===== src/verilog/uart_lsr_pkg.sv =====
package uart_lsr_pkg;
  // register byte addresses
  localparam logic [31:0] RBR_OFS  = 32'h5000_1100;
  localparam logic [31:0] THR_OFS  = 32'h5000_1100;
  localparam logic [31:0] CTRL_OFS = 32'h5000_1108;
  localparam logic [31:0] LSR_OFS  = 32'h5000_1114;
  // line_status bit positions
  localparam int DR_B   = 0;
  localparam int OE_B   = 1;
  localparam int PE_B   = 2;
  localparam int FE_B   = 3;
  localparam int BI_B   = 4;
  localparam int THRE_B = 5;
  localparam int TEMT_B = 6;
  localparam int RFE_B  = 7;
  localparam logic [15:0] LSR_RST = 16'h0060;
  // control register fields
  localparam int C_FEN  = 0;
  localparam int C_TMOD = 1;
  localparam int C_TLVL = 2;
  localparam int C_PEN  = 4;
  localparam int C_ODD  = 5;
  localparam int C_IR   = 6;
  localparam int C_THIE = 7;
  localparam logic [7:0] CTRL_RST = 8'h00;
  // tx threshold codes
  localparam logic [1:0] TL_EMPTY = 2'h0;
  localparam logic [1:0] TL_TWO   = 2'h1;
  localparam logic [1:0] TL_QTR   = 2'h2;
  // receiver timing, in sample ticks (16 per bit)
  localparam int          CHAR_BITS = 8;
  localparam int          OVS       = 16;
  localparam logic [3:0]  HALF_TICK = 4'h7;
  localparam logic [3:0]  LAST_TICK = 4'hF;
  localparam logic [7:0]  CHAR_NP   = 8'((CHAR_BITS + 2) * OVS);
  localparam logic [7:0]  CHAR_PAR  = 8'((CHAR_BITS + 3) * OVS);
  typedef enum logic [5:0] {
    RX_IDLE  = 6'h01,
    RX_START = 6'h02,
    RX_DATA  = 6'h04,
    RX_PAR   = 6'h08,
    RX_STOP  = 6'h10,
    RX_BRK   = 6'h20
  } rx_state_t;
  typedef struct packed {
    logic        bi;
    logic        fe;
    logic        pe;
    logic [7:0]  data;
  } rx_entry_t;
  typedef struct packed {
    logic [31:0] addr;
    logic [31:0] wdata;
    logic        wr;
    logic        rd;
  } bus_req_t;
endpackage : uart_lsr_pkg


===== src/verilog/uart_line_status.sv =====
// The implementer's own choice: the plain strobed port.
`timescale 1ns/100ps
module uart_line_status import uart_lsr_pkg::*; #(
  parameter int RX_DEPTH = 16,
  parameter int TX_DEPTH = 16
) (
  input  wire logic        clk,
  input  wire logic        sys_rst,
  input  wire bus_req_t    bus,
  output logic [31:0]      rd_data_r,
  input  wire logic        sample_tick,
  input  wire logic        serial_in,
  input  wire logic        infrared_serial_in,
  input  wire logic        tx_shift_empty,
  output logic             tx_load_r,
  output logic [7:0]       tx_data_r,
  output logic             holding_empty_req_r
);
  localparam int RAW = $clog2(RX_DEPTH);
  localparam int TAW = $clog2(TX_DEPTH);
  localparam logic [RAW:0] RX_FULL = RX_DEPTH[RAW:0];
  localparam logic [TAW:0] TX_FULL = TX_DEPTH[TAW:0];
  localparam logic [TAW:0] TX_QTR  = TX_FULL >> 2;
  localparam logic [TAW:0] TX_HALF = TX_FULL >> 1;

  // bus decode
  wire lsr_rd  = bus.rd && bus.addr == LSR_OFS;
  wire rbr_rd  = bus.rd && bus.addr == RBR_OFS;
  wire thr_wr  = bus.wr && bus.addr == THR_OFS;
  wire ctrl_wr = bus.wr && bus.addr == CTRL_OFS;

  logic [7:0] ctrl_r;                 // mode and format controls
  wire fifo_en = ctrl_r[C_FEN];
  wire tmode   = ctrl_r[C_TMOD];
  wire parity_enable     = ctrl_r[C_PEN];
  wire ir_mode = ctrl_r[C_IR];
  // toggling fifo enable empties both queues
  wire flush   = ctrl_wr && bus.wdata[C_FEN] != fifo_en;

  // ---------------- receive line ----------------
  logic [3:0]  ir_hold_r;             // stretches short ir pulses
  rx_state_t   rx_state_r;
  logic [3:0]  tick_cnt_r;            // sixteenth of a bit
  logic [3:0]  bit_cnt_r;
  logic [7:0]  shift_r;
  logic        par_bit_r;
  logic [7:0]  low_cnt_r;             // ticks of continuous low

  // each ir low pulse counts as a low bit time
  wire ir_line = !(ir_hold_r != 4'h0 || !infrared_serial_in);
  wire rx_line = ir_mode ? ir_line : serial_in;
  wire mid_w   = sample_tick && tick_cnt_r == HALF_TICK;
  wire end_w   = sample_tick && tick_cnt_r == LAST_TICK;
  wire [7:0] char_ticks = parity_enable ? CHAR_PAR : CHAR_NP;
  wire brk_cand = shift_r == 8'h00 && !par_bit_r;
  wire in_stop  = rx_state_r == RX_STOP;
  wire in_brk   = rx_state_r == RX_BRK;

  // character completion events
  wire stop_push = in_stop && end_w && (rx_line || !brk_cand);
  // low outlasted a whole character: break, pushed once
  wire brk_push  = in_brk && sample_tick && !rx_line
                   && low_cnt_r == char_ticks;
  // line rose before break length: plain framing error
  wire brkfe_push = in_brk && rx_line && low_cnt_r <= char_ticks;
  wire push = stop_push || brk_push || brkfe_push;
  wire par_bad = parity_enable && ((^{shift_r, par_bit_r}) ^ ctrl_r[C_ODD]);

  rx_entry_t ent;
  assign ent.data = brk_push ? 8'h00 : shift_r;
  assign ent.bi   = brk_push;
  assign ent.fe   = brk_push || brkfe_push
                    || (stop_push && !rx_line);
  assign ent.pe   = brk_push || par_bad;
  wire ent_err = ent.bi || ent.fe || ent.pe;

  // ir pulse stretcher
  always_ff @(posedge clk) begin
    if (sys_rst)
      ir_hold_r <= 4'h0;
    else if (!infrared_serial_in)
      ir_hold_r <= LAST_TICK;
    else if (sample_tick && ir_hold_r != 4'h0)
      ir_hold_r <= ir_hold_r - 4'h1;
  end

  // low-time counter, saturating
  always_ff @(posedge clk) begin
    if (sys_rst || rx_line)
      low_cnt_r <= 8'h00;
    else if (sample_tick && low_cnt_r != 8'hFF)
      low_cnt_r <= low_cnt_r + 8'h01;
  end

  // receiver sequencer
  always_ff @(posedge clk) begin
    if (sys_rst) begin
      rx_state_r <= RX_IDLE;
      tick_cnt_r <= 4'h0;
      bit_cnt_r  <= 4'h0;
      shift_r    <= 8'h00;
      par_bit_r  <= 1'b0;
    end else begin
      if (sample_tick)
        tick_cnt_r <= tick_cnt_r + 4'h1;
      unique case (rx_state_r)
        RX_IDLE: begin
          tick_cnt_r <= 4'h0;
          if (sample_tick && !rx_line)
            rx_state_r <= RX_START;
        end
        RX_START: begin
          // a glitch shorter than half a bit is dropped
          if (mid_w) begin
            tick_cnt_r <= 4'h0;
            bit_cnt_r  <= 4'h0;
            par_bit_r  <= 1'b0;
            rx_state_r <= rx_line ? RX_IDLE : RX_DATA;
          end
        end
        RX_DATA: begin
          if (end_w) begin
            shift_r   <= {rx_line, shift_r[7:1]};
            bit_cnt_r <= bit_cnt_r + 4'h1;
            if (bit_cnt_r == 4'(CHAR_BITS - 1))
              rx_state_r <= parity_enable ? RX_PAR : RX_STOP;
          end
        end
        RX_PAR: begin
          if (end_w) begin
            par_bit_r  <= rx_line;
            rx_state_r <= RX_STOP;
          end
        end
        RX_STOP: begin
          if (end_w) begin
            if (rx_line) begin
              rx_state_r <= RX_IDLE;
            end else if (brk_cand) begin
              rx_state_r <= RX_BRK;
            end else begin
              // low stop bit doubles as next start bit
              bit_cnt_r  <= 4'h0;
              par_bit_r  <= 1'b0;
              rx_state_r <= RX_DATA;
            end
          end
        end
        RX_BRK: begin
          // wait for the line to return high
          if (rx_line)
            rx_state_r <= RX_IDLE;
        end
      endcase
    end
  end

  // ---------------- receive queue ----------------
  rx_entry_t      rx_mem [RX_DEPTH];  // also the single buffer
  logic [RAW-1:0] rx_wp_r;
  logic [RAW-1:0] rx_rp_r;
  logic [RAW:0]   rx_cnt_r;
  logic [RAW:0]   err_cnt_r;          // queued characters with errors
  logic           shown_r;            // head flags already revealed
  logic [3:0]     flags_r;            // bi fe pe oe
  logic           rfe_r;

  rx_entry_t head;
  assign head = rx_mem[rx_rp_r];
  wire head_err = head.bi || head.fe || head.pe;
  wire rx_full  = rx_cnt_r == RX_FULL;
  wire rx_any   = rx_cnt_r != '0;
  wire pop      = rbr_rd && rx_any;
  // fifo full drops the char; single buffer gets overwritten
  wire push_ok  = push && !(fifo_en && rx_full);
  wire ovr_evt  = push && (fifo_en ? rx_full : rx_any);
  wire reveal   = fifo_en && rx_any && !shown_r;
  wire [3:0] set_vec = fifo_en
      ? {reveal && head.bi, reveal && head.fe, reveal && head.pe, ovr_evt}
      : {push && ent.bi, push && ent.fe, push && ent.pe, ovr_evt};
  wire rfe_set = fifo_en && push_ok && ent_err;
  wire rfe_clr = lsr_rd && (err_cnt_r == '0
                 || (err_cnt_r == 1 && head_err && rx_any));
  wire [RAW:0] err_up = {{RAW{1'b0}}, fifo_en && push_ok && ent_err};
  wire [RAW:0] err_dn = {{RAW{1'b0}}, fifo_en && pop && head_err};

  // queue storage
  always_ff @(posedge clk) begin
    if (push_ok)
      rx_mem[fifo_en ? rx_wp_r : '0] <= ent;
  end

  // queue pointers and counts
  always_ff @(posedge clk) begin
    if (sys_rst || flush) begin
      rx_wp_r   <= '0;
      rx_rp_r   <= '0;
      rx_cnt_r  <= '0;
      err_cnt_r <= '0;
    end else if (fifo_en) begin
      if (push_ok)
        rx_wp_r <= rx_wp_r + 1'b1;
      if (pop)
        rx_rp_r <= rx_rp_r + 1'b1;
      rx_cnt_r  <= rx_cnt_r + {{RAW{1'b0}}, push_ok} - {{RAW{1'b0}}, pop};
      err_cnt_r <= err_cnt_r + err_up - err_dn;
    end else begin
      // one-deep buffer: a new char wins over the read
      if (push)
        rx_cnt_r <= {{RAW{1'b0}}, 1'b1};
      else if (pop)
        rx_cnt_r <= '0;
    end
  end

  // error flags: hardware set wins over read clear
  always_ff @(posedge clk) begin
    if (sys_rst) begin
      flags_r <= 4'h0;
      rfe_r   <= 1'b0;
      shown_r <= 1'b0;
    end else begin
      flags_r <= set_vec | (flags_r & ~{4{lsr_rd}});
      rfe_r   <= !flush && fifo_en && (rfe_set || (rfe_r && !rfe_clr));
      shown_r <= !(flush || pop) && (shown_r || reveal);
    end
  end

  // ---------------- transmit side ----------------
  logic [7:0]     tx_mem [TX_DEPTH];
  logic [TAW-1:0] tx_wp_r;
  logic [TAW-1:0] tx_rp_r;
  logic [TAW:0]   tx_cnt_r;
  logic           temt_r;

  wire [TAW:0] tx_cap = fifo_en ? TX_FULL : {{TAW{1'b0}}, 1'b1};
  wire tx_push  = thr_wr && tx_cnt_r != tx_cap;   // full: write dropped
  wire tx_pop   = tx_cnt_r != '0 && tx_shift_empty && !tx_load_r;
  wire thr_mode = tmode && fifo_en;
  // holding empty, or fifo full in threshold mode
  wire thre     = thr_mode ? tx_cnt_r == TX_FULL
                           : tx_cnt_r == '0;
  logic [TAW:0] tx_lvl;
  always_comb begin
    unique case (ctrl_r[C_TLVL +: 2])
      TL_EMPTY: tx_lvl = '0;
      TL_TWO:   tx_lvl = (TAW+1)'(2);
      TL_QTR:   tx_lvl = TX_QTR;
      default:  tx_lvl = TX_HALF;
    endcase
  end
  wire thr_req = thr_mode ? tx_cnt_r <= tx_lvl : thre;

  // transmit storage
  always_ff @(posedge clk) begin
    if (tx_push)
      tx_mem[tx_wp_r] <= bus.wdata[7:0];
  end

  // transmit pointers and hand-off to the shifter
  always_ff @(posedge clk) begin
    if (sys_rst || flush) begin
      tx_wp_r  <= '0;
      tx_rp_r  <= '0;
      tx_cnt_r <= '0;
    end else begin
      if (tx_push)
        tx_wp_r <= tx_wp_r + 1'b1;
      if (tx_pop)
        tx_rp_r <= tx_rp_r + 1'b1;
      tx_cnt_r <= tx_cnt_r + {{TAW{1'b0}}, tx_push} - {{TAW{1'b0}}, tx_pop};
    end
  end

  // outputs to shifter and interrupt logic
  always_ff @(posedge clk) begin
    if (sys_rst) begin
      tx_load_r           <= 1'b0;
      tx_data_r           <= 8'h00;
      temt_r              <= 1'b1;
      holding_empty_req_r <= 1'b0;
    end else begin
      tx_load_r <= tx_pop;
      if (tx_pop)
        tx_data_r <= tx_mem[tx_rp_r];
      // load pulse still in flight counts as busy
      temt_r <= tx_cnt_r == '0 && tx_shift_empty && !tx_load_r;
      holding_empty_req_r <= ctrl_r[C_THIE] && thr_req;
    end
  end

  // ---------------- registers ----------------
  wire [15:0] lsr = {8'h00, rfe_r, temt_r, thre, flags_r, rx_any};
  wire [31:0] rd_mux = lsr_rd ? {16'h0000, lsr}
                     : rbr_rd ? {24'h000000, head.data}
                     : (bus.rd && bus.addr == CTRL_OFS) ? {24'h000000, ctrl_r}
                     : 32'h0000_0000;

  // control write; line_status has no write path
  always_ff @(posedge clk) begin
    if (sys_rst) begin
      ctrl_r    <= CTRL_RST;
      rd_data_r <= 32'h0000_0000;
    end else begin
      if (ctrl_wr)
        ctrl_r <= bus.wdata[7:0];
      rd_data_r <= rd_mux;
    end
  end

  // ---------------- checks ----------------
  a_reset_status: assert property (@(posedge clk)
    sys_rst |=> lsr == LSR_RST)
    else $error("status not at reset value");
  a_fifo_overrun: assert property (@(posedge clk) disable iff (sys_rst)
    fifo_en && push && rx_full && !flush |=> flags_r[0]
      && rx_cnt_r == $past(rx_cnt_r) - ($past(pop) ? 1 : 0))
    else $error("fifo overrun not handled");
  a_buf_overrun: assert property (@(posedge clk) disable iff (sys_rst)
    !fifo_en && !ctrl_wr && push && rx_any |=> flags_r[0]
      && head.data == $past(ent.data))
    else $error("buffer overrun not handled");
  a_lsr_clear: assert property (@(posedge clk) disable iff (sys_rst)
    lsr_rd && set_vec == 4'h0 |=> flags_r == 4'h0)
    else $error("read did not clear flags");
  a_lsr_nowrite: assert property (@(posedge clk) disable iff (sys_rst)
    bus.wr && bus.addr == LSR_OFS && set_vec == 4'h0
      |=> flags_r == $past(flags_r) && ctrl_r == $past(ctrl_r))
    else $error("write altered status");
  a_break_char: assert property (@(posedge clk) disable iff (sys_rst)
    push && ent.bi |-> ent.fe && ent.pe && ent.data == 8'h00
      && low_cnt_r == char_ticks)
    else $error("bad break character");
  a_break_once: assert property (@(posedge clk) disable iff (sys_rst)
    push && ent.bi |=> !(push && ent.bi) [*8])
    else $error("second break character");
  a_resync: assert property (@(posedge clk) disable iff (sys_rst)
    in_stop && end_w && !rx_line && !brk_cand
      |=> rx_state_r == RX_DATA && bit_cnt_r == 4'h0)
    else $error("no resync after framing error");
  a_head_reveal: assert property (@(posedge clk) disable iff (sys_rst)
    reveal && head.fe |=> flags_r[2])
    else $error("head framing error hidden");
  a_rfe_hold: assert property (@(posedge clk) disable iff (sys_rst)
    fifo_en && !flush && (rfe_set || (lsr_rd && err_cnt_r > 1))
      |=> rfe_r)
    else $error("fifo error flag lost");
  a_temt_busy: assert property (@(posedge clk) disable iff (sys_rst)
    tx_cnt_r != '0 |=> !temt_r)
    else $error("transmitter empty while queued");
  a_thre_mode: assert property (@(posedge clk) disable iff (sys_rst)
    thr_mode && tx_push && !tx_pop && tx_cnt_r == TX_FULL - 1 |=> lsr[THRE_B])
    else $error("full not reported");
  a_data_ready: assert property (@(posedge clk) disable iff (sys_rst)
    !fifo_en && rbr_rd && !push && !ctrl_wr |=> !lsr[DR_B])
    else $error("data ready not cleared");
  c_break: cover property (@(posedge clk) push && ent.bi);
  c_overrun: cover property (@(posedge clk) fifo_en && ovr_evt);
  c_rfe: cover property (@(posedge clk) rfe_r && lsr_rd);
  c_ir_break: cover property (@(posedge clk) ir_mode && brk_push);
endmodule : uart_line_status


===== config.mk =====
export PLATFORM = sky130hd
export DESIGN_NAME = uart_line_status
export DESIGN_NICKNAME = d
export VERILOG_FILES = /design/src/verilog/uart_lsr_pkg.sv /design/src/verilog/uart_line_status.sv
export SDC_FILE = /design/constraint.sdc
export NUM_CORES = 1
export LEC_CHECK = 0
export BUFFER_PORTS_ARGS = -buffer_cell sky130_fd_sc_hd__buf_4
export CAP_MARGIN = 20
export CELL_PAD_IN_SITES_DETAIL_PLACEMENT = 0
export CELL_PAD_IN_SITES_GLOBAL_PLACEMENT = 2
export CORE_MARGIN = 1.5
export CORE_UTILIZATION = 30
export DETAILED_ROUTE_END_ITERATION = 12
export GPL_ROUTABILITY_DRIVEN = 0
export PLACE_DENSITY = 0.6
export SETUP_SLACK_MARGIN = 0.1
export SYNTH_ARGS = -nofsm -noshare
export SYNTH_HDL_FRONTEND = slang
export SYNTH_SLANG_ARGS = --single-unit

===== constraint.sdc =====
create_clock -name clk -period 6.6 [get_ports clk]
set_clock_uncertainty 0.15 [all_clocks]
set_input_delay 0.66 -clock clk [delete_from_list [all_inputs] [get_ports clk]]
set_output_delay 0.66 -clock clk [all_outputs]
set_load 0.05 [all_outputs]

**After elaboration in Yosys (flattened, before gate mapping)**

Memory sizes are Yosys's and may differ from the RTL's. A register that Yosys moved wholly into a read port is not among the register bits.
Cells that the tools add are included.

- Register bits after elaboration: 115
- Latch bits: 0
- Memory bits (writable): 304
- ROM bits: 0
- Bits of input ports: 72
- Output and inout port bits: 42
- Memories: 2

- Add/subtract/negate cells: 14
- $mul: 0
- Divide/modulo/power cells: 0
- Magnitude comparators: 2
- Equal/unequal tests: 31
- Shift-type cells: 0
- Mux-type cells: 51
- Bitwise gates (word level): 4
- Reductions and logical operators: 97

Memory list:

| name | depth | width | rd ports | clocked after Yosys merged registers in | wr ports | RTL line | RTL |
|---|---|---|---|---|---|---|---|
| rx_mem | 16 | 11 | 1 | 1 | 1 | uart_line_status.sv:159 | `rx_entry_t rx_mem [RX_DEPTH];` |
| tx_mem | 16 | 8 | 1 | 1 | 1 | uart_line_status.sv:230 | `logic [7:0] tx_mem [TX_DEPTH];` |

Operators by type and width:

| cell | count |
|---|---|
| == test 32 x 31 -> 1 bit, second input constant | 3 |
| two-way mux 6 bit | 9 |
| two-way mux 4 bit | 13 |
| logical AND 1 bit | 51 |
| case mux 6 bit (6 select lines) | 1 |
| two-way mux 8 bit | 4 |
| two-way mux 5 bit | 6 |
| adder 4 x 1 -> 4 bit, second input constant | 6 |
| case mux 4 bit (3 select lines) | 2 |
| inequality test 2 bit, second input constant | 9 |
| logical OR 1 bit | 17 |
| adder 5 x 1 -> 5 bit | 3 |
| subtractor 5 x 1 -> 5 bit | 3 |
| two-way mux 1 bit | 13 |
| AND reduction 6 bit | 2 |
| zero test 1 bit | 11 |
| == test 5 bit, second input constant | 2 |
| zero test 5 bit | 2 |
| nonzero test 5 bit | 2 |
| nonzero test 3 bit | 3 |
| XOR reduction 9 bit | 1 |
| adder 8 x 1 -> 8 bit, second input constant | 1 |
| == test 4 x 3 -> 1 bit, second input constant | 2 |
| == test 8 bit | 1 |
| other kinds (30) | 32 |

**Longest topological paths before layout**

Gate-level depths: netlist of run 1.

- Depth after elaboration: 14
- Gate-level depth with buffers: 18
- Depth with buffers taken out: 17

**Worst setup path after synthesis of run 1**

OpenSTA, ideal clock, no wires.

- Path type: input-to-reg
- Start point: input port sample_tick
- End point: register err_cnt_r[4]
- Data arrival time: 3.613 ns
- Path slack: 2.720 ns
- Stages: 15
- Path through: clkbuf_1 -> a311oi_1 -> o32a_1 -> o21ai_1 -> o211ai_1 -> ha_1 -> inv_1 -> ha_1 -> fa_1 -> a21oi_1 -> o21bai_1 -> xnor2_1 -> nand2_1 -> xor2_1 -> nor2_1

RTL lines:

| what | RTL line | RTL |
|---|---|---|
| start, declared | uart_line_status.sv:11 | `input wire logic sample_tick,` |
| end signal, assigned | uart_line_status.sv:206 | `err_cnt_r <= err_cnt_r + err_up - err_dn;` |
| end, declared | uart_line_status.sv:163 | `logic [RAW:0] err_cnt_r;` |

==> impl_metrics.tcl, run 1 <==
set metrics [dict create \
    outcome "finished clean" \
    r2r_end "err_cnt_r[4]" \
    ios 114 \
    clkTransAtPathRegs_ns 0.06 \
    n_antenna_cell 0 \
    routed_wl_mm 40.88 \
    cts.htree.levels 2 \
    netlist_instances 1109 \
    core-area_sq_um 56600 \
    cp-endpoint "err_cnt_r[4]" \
    numCtsBuffers 46 \
    drv_cap 0 \
    yosys-top-cells-area "edfxtp_1 (53%), mux4_2 (12%), dfxtp_1 (12%)" \
    ctsHoldBuffers 0 \
    drt_iter0_drc 600 \
    synth-warning-count 0 \
    clock-sinks 407 \
    insertion_delay_ns 0.57 \
    cp_num_buf_inv 2 \
    yosysSeqAreaShare_pct 64.87 \
    setup_viol 0 \
    cts_tree "done" \
    critPathMaxStageDelay_ns 0.80 \
    synth_top_area_cell "edfxtp_1" \
    clockRootBuffer "clkbuf_16" \
    crit_chain "buf_4 > mux4_2 > a22oi_1 > nand3_1 > o31a_1 > ha_1 > inv_1 > ha_1 > fa_1 > a21oi_1 > o21bai_1 > xnor2_1 > nand2_1 > xor2_1 > nor2_1" \
    cp.depth 15 \
    slowest_stage "dfxtp_2" \
    routed_via_density 4.760 \
    ys.flop_type "edfxtp_1" \
    p_leak_nw 6.522 \
    period_share_pct 66.79 \
    grt_pass1_wl_mm 62.85 \
    hold_viol 0 \
    final_max_slew_viol_count 0 \
    layout.nets 1314 \
    r2r_setup_slack_ns 2.19 \
    place_hpwl_mm 26.64 \
    post_cts_resized 0 \
    crit_family "adder cells" \
    wl_per_cell_um 20.50 \
    hold_class "in -> reg" \
    async_flop_share_pct 0 \
    worst_slew_pin_slew_ns 0.9934 \
    fin_util_pct 35.77 \
    setup_tns_ns 0 \
    overflow 0 \
    min_period_ns 4.408 \
    fmax_ghz 0.2268 \
    ys_ff_latch 407 \
    clock_path_buffers 3 \
    synth_top_area_share_pct 52.92 \
    std_cell_rows 87 \
    layout-drive-gt1-share_pct 23.83 \
    crit_arrival_ns 4.70 \
    crit_type "reg -> reg" \
    end_kind "register" \
    required_ns 6.89 \
    die-area_sq_um 58950 \
    area_growth_pct 17.38 \
    worst_r2r_path_depth 15 \
    port_buffers 65 \
    initial_utilization_pct 30.48 \
    synth-edff-count 304 \
    rsz0062_at_grt "false" \
    grt_pass1_vias 9858 \
    antenna_found_initial 1 \
    n_fill_cell 5486 \
    detail-route-antenna-nets 0 \
    grt_use_total_pct 14.08 \
    cts_setup_buffers 0 \
    die_w_um 242.8 \
    power_density_nw_per_um2 302.0 \
    syn_area_per_cell_sq_um 15.56 \
    die-height_um 242.8 \
    synth_commonest_cells "edfxtp_1 (304), dfxtp_1 (103), nor2_1 (100), mux4_2 (92), a21oi_1 (37)" \
    ir_drop_mv 0.2568 \
    worstPathMaxFanout 20 \
    synth_area_sq_um 17250 \
    drt_pass1_iterations 5 \
    slew_headroom_pct 33.64 \
    grt_max_degree 58 \
    yosysMostFrequentCell "edfxtp_1" \
    crit_path_start_kind "register" \
    drcViolationCount 0 \
    holdWs_ns 0.2050 \
    cp_common_cell "ha_1" \
    dr_total_vias 9491 \
    netlist-cell-type-count 69 \
]
==> worst min path at each step <==
stage | start | end | slack [ns] | cells past startpoint
final | infrared_serial_in | ir_hold_r[3] | 0.21 | 2
after floorplan | flags_r[0] | flags_r[0] | 0.28 | 2
after detailed placement | flags_r[0] | flags_r[0] | 0.31 | 2
after global placement | flags_r[0] | flags_r[0] | 0.30 | 2
after global routing | infrared_serial_in | ir_hold_r[0] | 0.20 | 2
after CTS | infrared_serial_in | ir_hold_r[0] | 0.16 | 2
==> worst register-to-register path, cell delays in order (launching register included) <==
cell and delay [ns]:
dfxtp_2 0.80, buf_4 0.48, mux4_2 0.57, a22oi_1 0.21, nand3_1 0.19, o31a_1 0.30, ha_1 0.28, inv_1 0.04
ha_1 0.20, fa_1 0.40, a21oi_1 0.16, o21bai_1 0.09, xnor2_1 0.13, nand2_1 0.08, xor2_1 0.15, nor2_1 0.05
==> final cells by class <==
cell class	count	area, sq um	area share (%)
Tap cell	756	945.9	4.671
Sequential cell	407	11190	55.28
Inverter	32	120.1	0.5932
Clock buffer	61	1249	6.167
Multi-Input combinational cell	623	5766	28.47
Timing Repair Buffer	94	703.2	3.473
Clock inverter	21	272.8	1.347
==> layer usage <==
metal / vias up / part of all wire (%) / global-route usage, %
met5: - / 0 / 0
met4: 0 / 2.0 / 4.092
met3: 56 / 3.0 / 2.090
met2: 149 / 49 / 23.28
met1: 4844 / 46 / 19.19
li1: 4442 / - / -
==> where the power goes <==
group,switching [mW],internal [mW],total (mW)
combinational,0.386,0.321,0.707
clock,1.04,1.56,2.60
sequential,0.0362,2.77,2.81
==> metrics by stage <==
step	power (mW)	cells	worst slack [ns]	area (sq um)
finish	6.115	1994	2.192	20250
global placement	3.579	1909	1.997	18710
floorplan	3.398	1132	2.720	17340
detailed placement	3.581	1911	2.103	18720
global route	6.367	1994	1.782	20250
CTS	6.217	1993	2.063	20240
==> placed cells by master, fill, tap and decap left out, types with 4 or more instances in the layout <==
| cell | Yosys | layout |
|---|---|---|
| a21o_1 | 4 | 4 |
| a21oi_1 | 37 | 37 |
| a222oi_1 | 9 | 9 |
| a22oi_1 | 4 | 4 |
| a31oi_1 | 4 | 4 |
| and2_1 | 16 | 16 |
| and3_1 | 15 | 15 |
| buf_4 | 24 | 93 |
| bufinv_16 | 0 | 6 |
| clkbuf_1 | 24 | 12 |
| clkbuf_16 | 0 | 47 |
| clkinv_2 | 0 | 6 |
| clkinvlp_4 | 0 | 5 |
| conb_1 | 1 | 24 |
| dfxtp_1 | 103 | 101 |
| edfxtp_1 | 304 | 304 |
| ha_1 | 35 | 35 |
| inv_1 | 32 | 32 |
| mux2i_1 | 31 | 31 |
| mux4_2 | 92 | 92 |
| nand2_1 | 25 | 25 |
| nand2b_1 | 11 | 11 |
| nand3_1 | 22 | 22 |
| nand3b_1 | 6 | 6 |
| nand4_1 | 7 | 7 |
| nor2_1 | 100 | 97 |
| nor2b_1 | 16 | 16 |
| nor3_1 | 19 | 9 |
| nor3_2 | 0 | 7 |
| nor4_1 | 12 | 8 |
| nor4_2 | 1 | 5 |
| nor4b_1 | 6 | 5 |
| o21ai_0 | 17 | 17 |
| o31ai_1 | 6 | 6 |
| or3_1 | 5 | 5 |
| xnor2_1 | 26 | 26 |
| xor2_1 | 17 | 17 |
==> flip-flops by register name, summed over array words and instances, names as in the netlist, 4 cells and up, named ones only <==
signal	flops
bit_cnt_r	4
ctrl_r	8
err_cnt_r	5
flags_r	4
ir_hold_r	4
low_cnt_r	8
rd_data_r	8
rx_cnt_r	5
rx_mem	176
rx_rp_r	4
rx_state_r	6
rx_wp_r	4
shift_r	8
tick_cnt_r	4
tx_cnt_r	5
tx_data_r	8
tx_mem	128
tx_rp_r	4
tx_wp_r	4
==> kinds of logic after synthesis <==
| group | Yosys count | synth area share (%) |
|---|---|---|
| AO/OA/AOI/OAI | 111 | 4.431 |
| XOR/XNOR | 44 | 2.314 |
| adder cells (fa/ha/maj) | 38 | 2.887 |
| buffers and inverters | 102 | 2.865 |
| flip-flops | 407 | 64.87 |
| multiplexers | 123 | 13.81 |
| other | 1 | 0.02174 |
| AND/OR/NAND/NOR | 283 | 8.805 |
Power figures use the tool's default switching activity.
==> run 2: changes to the inputs <==
Clock period 6.6 ns to 4.4 ns, I/O delays scaled along.
==> run 2 against run 1 <==
Compared with the run above: global-route usage is 0.23 points higher; worst hold slack got worse by 0.17 ns; sequential cell count is the same; largest power group unchanged; design area increased by 0.35%; die area unchanged; wire length up 1.3%; critical path depth is 1 lower; highest routed layer unchanged; power up 46%; combinational power increased by 47%; core utilization grew 0.13 points.
==> impl_metrics.tcl, run 2 (synthesis results as in run 1) <==
set metrics [dict create \
    outcome "finished clean" \
    insertion_delay_ns 0.58 \
    grt_pass1_vias 9884 \
    layout_commonest_cell "edfxtp_1" \
    fmax_ghz 0.2582 \
    setup_viol 0 \
    port_buffers 65 \
    numCtsBuffers 45 \
    ios 114 \
    grt_use_met3_pct 2.234 \
    worst_slew_pin_slew_ns 0.8801 \
    largest_registers "rx_mem x176, tx_mem x128" \
    mostFrequentLayoutCells "edfxtp_1 (304), buf_4 (112), dfxtp_1 (101)" \
    std_cell_rows 87 \
    grt_use_met2_pct 24.20 \
    cts_setup_buffers 0 \
    cp_num_buf_inv 1 \
    die-height_um 242.8 \
    grt_max_degree 58 \
    cts_tree "done" \
    grt_use_total_pct 14.32 \
    setup_tns_ns 0 \
    largest_register_ffs 176 \
    drt_pass1_iterations 6 \
    cp_common_cell "ha_1" \
    dr_total_vias 9525 \
    clkTransAtPathRegs_ns 0.06 \
    crit_type "reg -> reg" \
    drcViolationCount 0 \
    ir_drop_mv 0.2802 \
    drv_cap 0 \
    detail-route-antenna-nets 0 \
    wl_per_cell_um 20.51 \
    crit_family "compound AO/OA/AOI/OAI gates" \
    overflow 0 \
    end_kind "register" \
    dp_cells 1931 \
    period_share_pct 88.02 \
    clock_path_buffers 3 \
    die_w_um 242.8 \
    worstPathMaxFanout 11 \
    clock-sinks 407 \
    min_period_ns 3.873 \
    antenna_found_initial 0 \
    grt_pass1_wl_mm 63.65 \
    layout-drive-gt1-share_pct 24.23 \
    top_register "rx_mem" \
    routed_via_density 4.718 \
    core-area_sq_um 56600 \
    routed_wl_mm 41.40 \
    slew_headroom_pct 41.00 \
    initial_utilization_pct 30.48 \
    power_density_nw_per_um2 440.6 \
    clockRootBuffer "clkbuf_16" \
    final_cells 2019 \
    p_leak_nw 6.484 \
    crit_chain "mux4_2 > a22oi_1 > nand3_1 > o31a_1 > ha_1 > inv_1 > ha_1 > fa_1 > a21oi_1 > o21bai_1 > xnor2_1 > nand2_1 > xor2_1 > nor2_1" \
    cts.htree.levels 2 \
    area_growth_pct 17.79 \
    layout.nets 1336 \
    n_antenna_cell 0 \
    grtUsageMet1_pct 18.95 \
    required_ns 4.77 \
    drt_iter0_drc 646 \
    die-area_sq_um 58950 \
    hold_class "in -> reg" \
    n_fill_cell 5465 \
    slowest_stage "dfxtp_2" \
    final_max_slew_viol_count 0 \
    fin_util_pct 35.90 \
    busiest_layer "met2" \
    crit_arrival_ns 4.24 \
    hold_viol 0 \
    place_hpwl_mm 27.08 \
    critPathMaxStageDelay_ns 0.58 \
    crit_path_start_kind "register" \
    rsz0062_at_grt "false" \
]
==> run 2: what timing repair did <==
item                      in CTS  in global routing
hold buffers                   4                  0
hold endpoints to repair      26                  0
resized for setup              0                  0
==> run 2: where the power goes <==
part           switching (mW)  total [mW]  internal [mW]
Clock                    1.58        3.67           2.08
Combinational           0.543        1.04          0.493
Sequential             0.0970        4.25           4.15
Total                    2.22        8.95           6.73
==> run 2: final cells by class <==
class	count	area (sq um)	share of cell area, %
clock buffer	63	1225	6.028
sequential	407	11190	55.08
inverter	32	120.1	0.5911
multi-input combinational	623	5734	28.22
tap	756	945.9	4.655
timing repair buffer	117	900.9	4.433
clock inverter	21	201.4	0.9913
==> run 2: through the flow <==
step | hold WS [ns] | total power [mW] | setup slack [ns] | cell area, sq um
CTS | 0.001609 | 9.104 | 0.5009 | 20320
floorplan | 0.2816 | 5.097 | 0.5855 | 17340
finish | 0.03215 | 8.954 | 0.5269 | 20320
global route | 0.02716 | 9.335 | 0.2247 | 20320
global placement | 0.2923 | 5.378 | 0.4426 | 18850
detailed placement | 0.3037 | 5.384 | 0.4993 | 18850
==> run 2: worst register-to-register path: stages, from the launching register on <==
cell      delay [ns]
dfxtp_2         0.58
mux4_2          0.58
a22oi_1         0.28
nand3_1         0.22
o31a_1          0.36
ha_1            0.28
inv_1           0.04
ha_1            0.20
fa_1            0.40
a21oi_1         0.17
o21bai_1        0.10
xnor2_1         0.14
nand2_1         0.08
xor2_1          0.14
nor2_1          0.09
==> run 2: final timing paths <==
path | from | to | slack [ns] | cells past startpoint
min | bus[5] | tx_mem[8][3] | 0.03 | 1
max reg2reg | register | err_cnt_r[4] | 0.53 | 14
max | register | err_cnt_r[4] | 0.53 | 14
min reg2reg | flags_r[0] | flags_r[0] | 0.31 | 2
==> run 2: routing by layer <==
layer	wire length, um	share of wire (%)
met1	18490	45
met2	20730	50
met3	1315	3.2
met4	869	2.1
met5	0	0
==> run 3: changes to the inputs <==
Clock period 4.4 ns to 4.1 ns, I/O delays scaled along.
==> run 3 against run 2 <==
Compared with the run above: setup slack lost 0.17 ns; design area rose by 0.99%; register-to-register slack worse by 0.17 ns; power increased by 9.3%.
==> impl_metrics.tcl, run 3 (synthesis results as in run 1) <==
set metrics [dict create \
    grt_pass1_vias 10004 \
    critPathMaxStageDelay_ns 0.53 \
    die-area_sq_um 58950 \
    final.setup.worst_slack_ns 0.3614 \
    clock_path_buffers 3 \
    period_share_pct 91.19 \
    grt_use_total_pct 14.28 \
    crit_chain "inv_1 > ha_1 > nor3b_4 > a31o_2 > or4_1 > o21ai_2 > o211ai_1 > ha_1 > inv_1 > ha_1 > fa_1 > a21oi_1 > o21bai_1 > xnor2_1 > nand2_1 > xor2_1 > nor2_1" \
    cts.htree.levels 2 \
    worst_slew_pin_slew_ns 0.7572 \
    clockRootBuffer "clkbuf_16" \
    cts_setup_buffers 0 \
    crit_type "reg -> reg" \
    n_fill_cell 5432 \
    slowest_stage "or4_1" \
    drt_iter0_drc 590 \
    setup_viol 0 \
    cts_tree "done" \
    drt_pass1_iterations 5 \
    cp_common_cell "ha_1" \
    drcViolationCount 0 \
    drv_cap 0 \
    power_frac_seq_pct 46.6 \
    grt_pass1_wl_mm 63.62 \
    min_period_ns 3.739 \
    rsz0062_at_grt "false" \
    clock-sinks 407 \
    crit_family "adder cells" \
    outcome "finished clean" \
    port_buffers 65 \
    mostFrequentLayoutCells "edfxtp_1 (304), buf_4 (125), nor2_1 (100), dfxtp_1 (100), mux4_2 (92)" \
    crit_arrival_ns 4.04 \
    holdWs_ns 0.03154 \
    ios 114 \
    final_max_slew_viol_count 0 \
    numCtsBuffers 46 \
    wl_per_cell_um 20.35 \
    end_kind "register" \
    layout.nets 1351 \
    std_cell_rows 87 \
    cp_num_buf_inv 2 \
    regArea_sq_um 11200 \
    intPower_mw 7.471 \
    core-area_sq_um 56600 \
    largest_register_ffs 176 \
    crit_path_start_kind "register" \
    clkTransAtPathRegs_ns 0.06 \
    multi_input_area_sq_um 5744 \
    layout-drive-gt1-share_pct 25.04 \
    die-height_um 242.8 \
    overflow 0 \
    routed_wl_mm 41.42 \
    dr_total_vias 9630 \
    required_ns 4.40 \
    antenna_found_initial 0 \
    p_clk_share_pct 42.0 \
    hold_class "in -> reg" \
    hold_viol 0 \
    initial_utilization_pct 30.48 \
    power_density_nw_per_um2 477.1 \
    area_growth_pct 18.95 \
    insertion_delay_ns 0.57 \
    dp_slack_ns 0.2675 \
    power_frac_comb_pct 11.3 \
    largest_registers "rx_mem x176, tx_mem x128" \
    slew_headroom_pct 49.05 \
    setup_tns_ns 0 \
    fmax_ghz 0.2675 \
    total_power_mw 9.790 \
    grt_max_degree 58 \
    ir_drop_mv 0.3204 \
    routed_via_density 4.732 \
    place_hpwl_mm 27.59 \
    p_switching_mw 2.319 \
    p_sw_share_pct 23.69 \
    p_leak_nw 6.615 \
    worstPathMaxFanout 4 \
    top_register "rx_mem" \
    detail-route-antenna-nets 0 \
    die_w_um 242.8 \
    layout_commonest_cell "edfxtp_1" \
]
run 3: metal layers:
layer | global-route usage (%) | vias up | share of wire, %
met2 | 24.13 | 137 | 49
met1 | 18.97 | 4920 | 45
met4 | 4.074 | 0 | 2.1
met5 | 0 | - | 0
li1 | - | 4515 | -
met3 | 2.222 | 58 | 3.1
run 3: path summary, 6_finish.rpt:
check                     from           end  slack [ns]  depth (start not counted)
hold / removal          bus[6]  tx_mem[3][4]        0.03                          1
hold reg to reg     flags_r[0]    flags_r[0]        0.30                          2
setup reg to reg  ir_hold_r[0]  err_cnt_r[4]        0.36                         17
setup / recovery  ir_hold_r[0]  err_cnt_r[4]        0.36                         17
run 3: timing repair:
item / 4_1_cts / 5_1_grt
setup endpoints to repair: 0 / 1
gates resized for setup: 0 / 4
hold buffers: 5 / 0
hold endpoints to repair: 43 / 0
run 3: cell type report:
type                       instances  area share (%)
sequential                       407           54.56
multi-input combinational        623           27.99
clock buffer                      67           6.244
timing repair buffer             131           4.914
tap                              756           4.609
clock inverter                    18           1.079
inverter                          32          0.5853
antenna                            1         0.01219
run 3: through the flow:
| stage | area (sq um) | cells | utilization, % |
|---|---|---|---|
| 2_1_floorplan | 17340 | 1132 | - |
| 5_1_grt | 20520 | 2034 | 36.25 |
| 3_5_place_dp | 18950 | 1944 | 33.48 |
| 4_1_cts | 20500 | 2034 | 36.22 |
| 6_report | 20520 | 2035 | 36.25 |
| 3_3_place_gp | 18950 | 1944 | 33.48 |
run 3: power groups by stage:
stage                     clock network [mW]  registers, mW  logic (mW)
after floorplan                            0           4.67       0.801
after global placement                     0           4.66        1.11
after detailed placement                   0           4.66        1.13
after CTS                               4.25           4.57        1.13
after global routing                    4.40           4.58        1.22
final                                   4.12           4.57        1.11
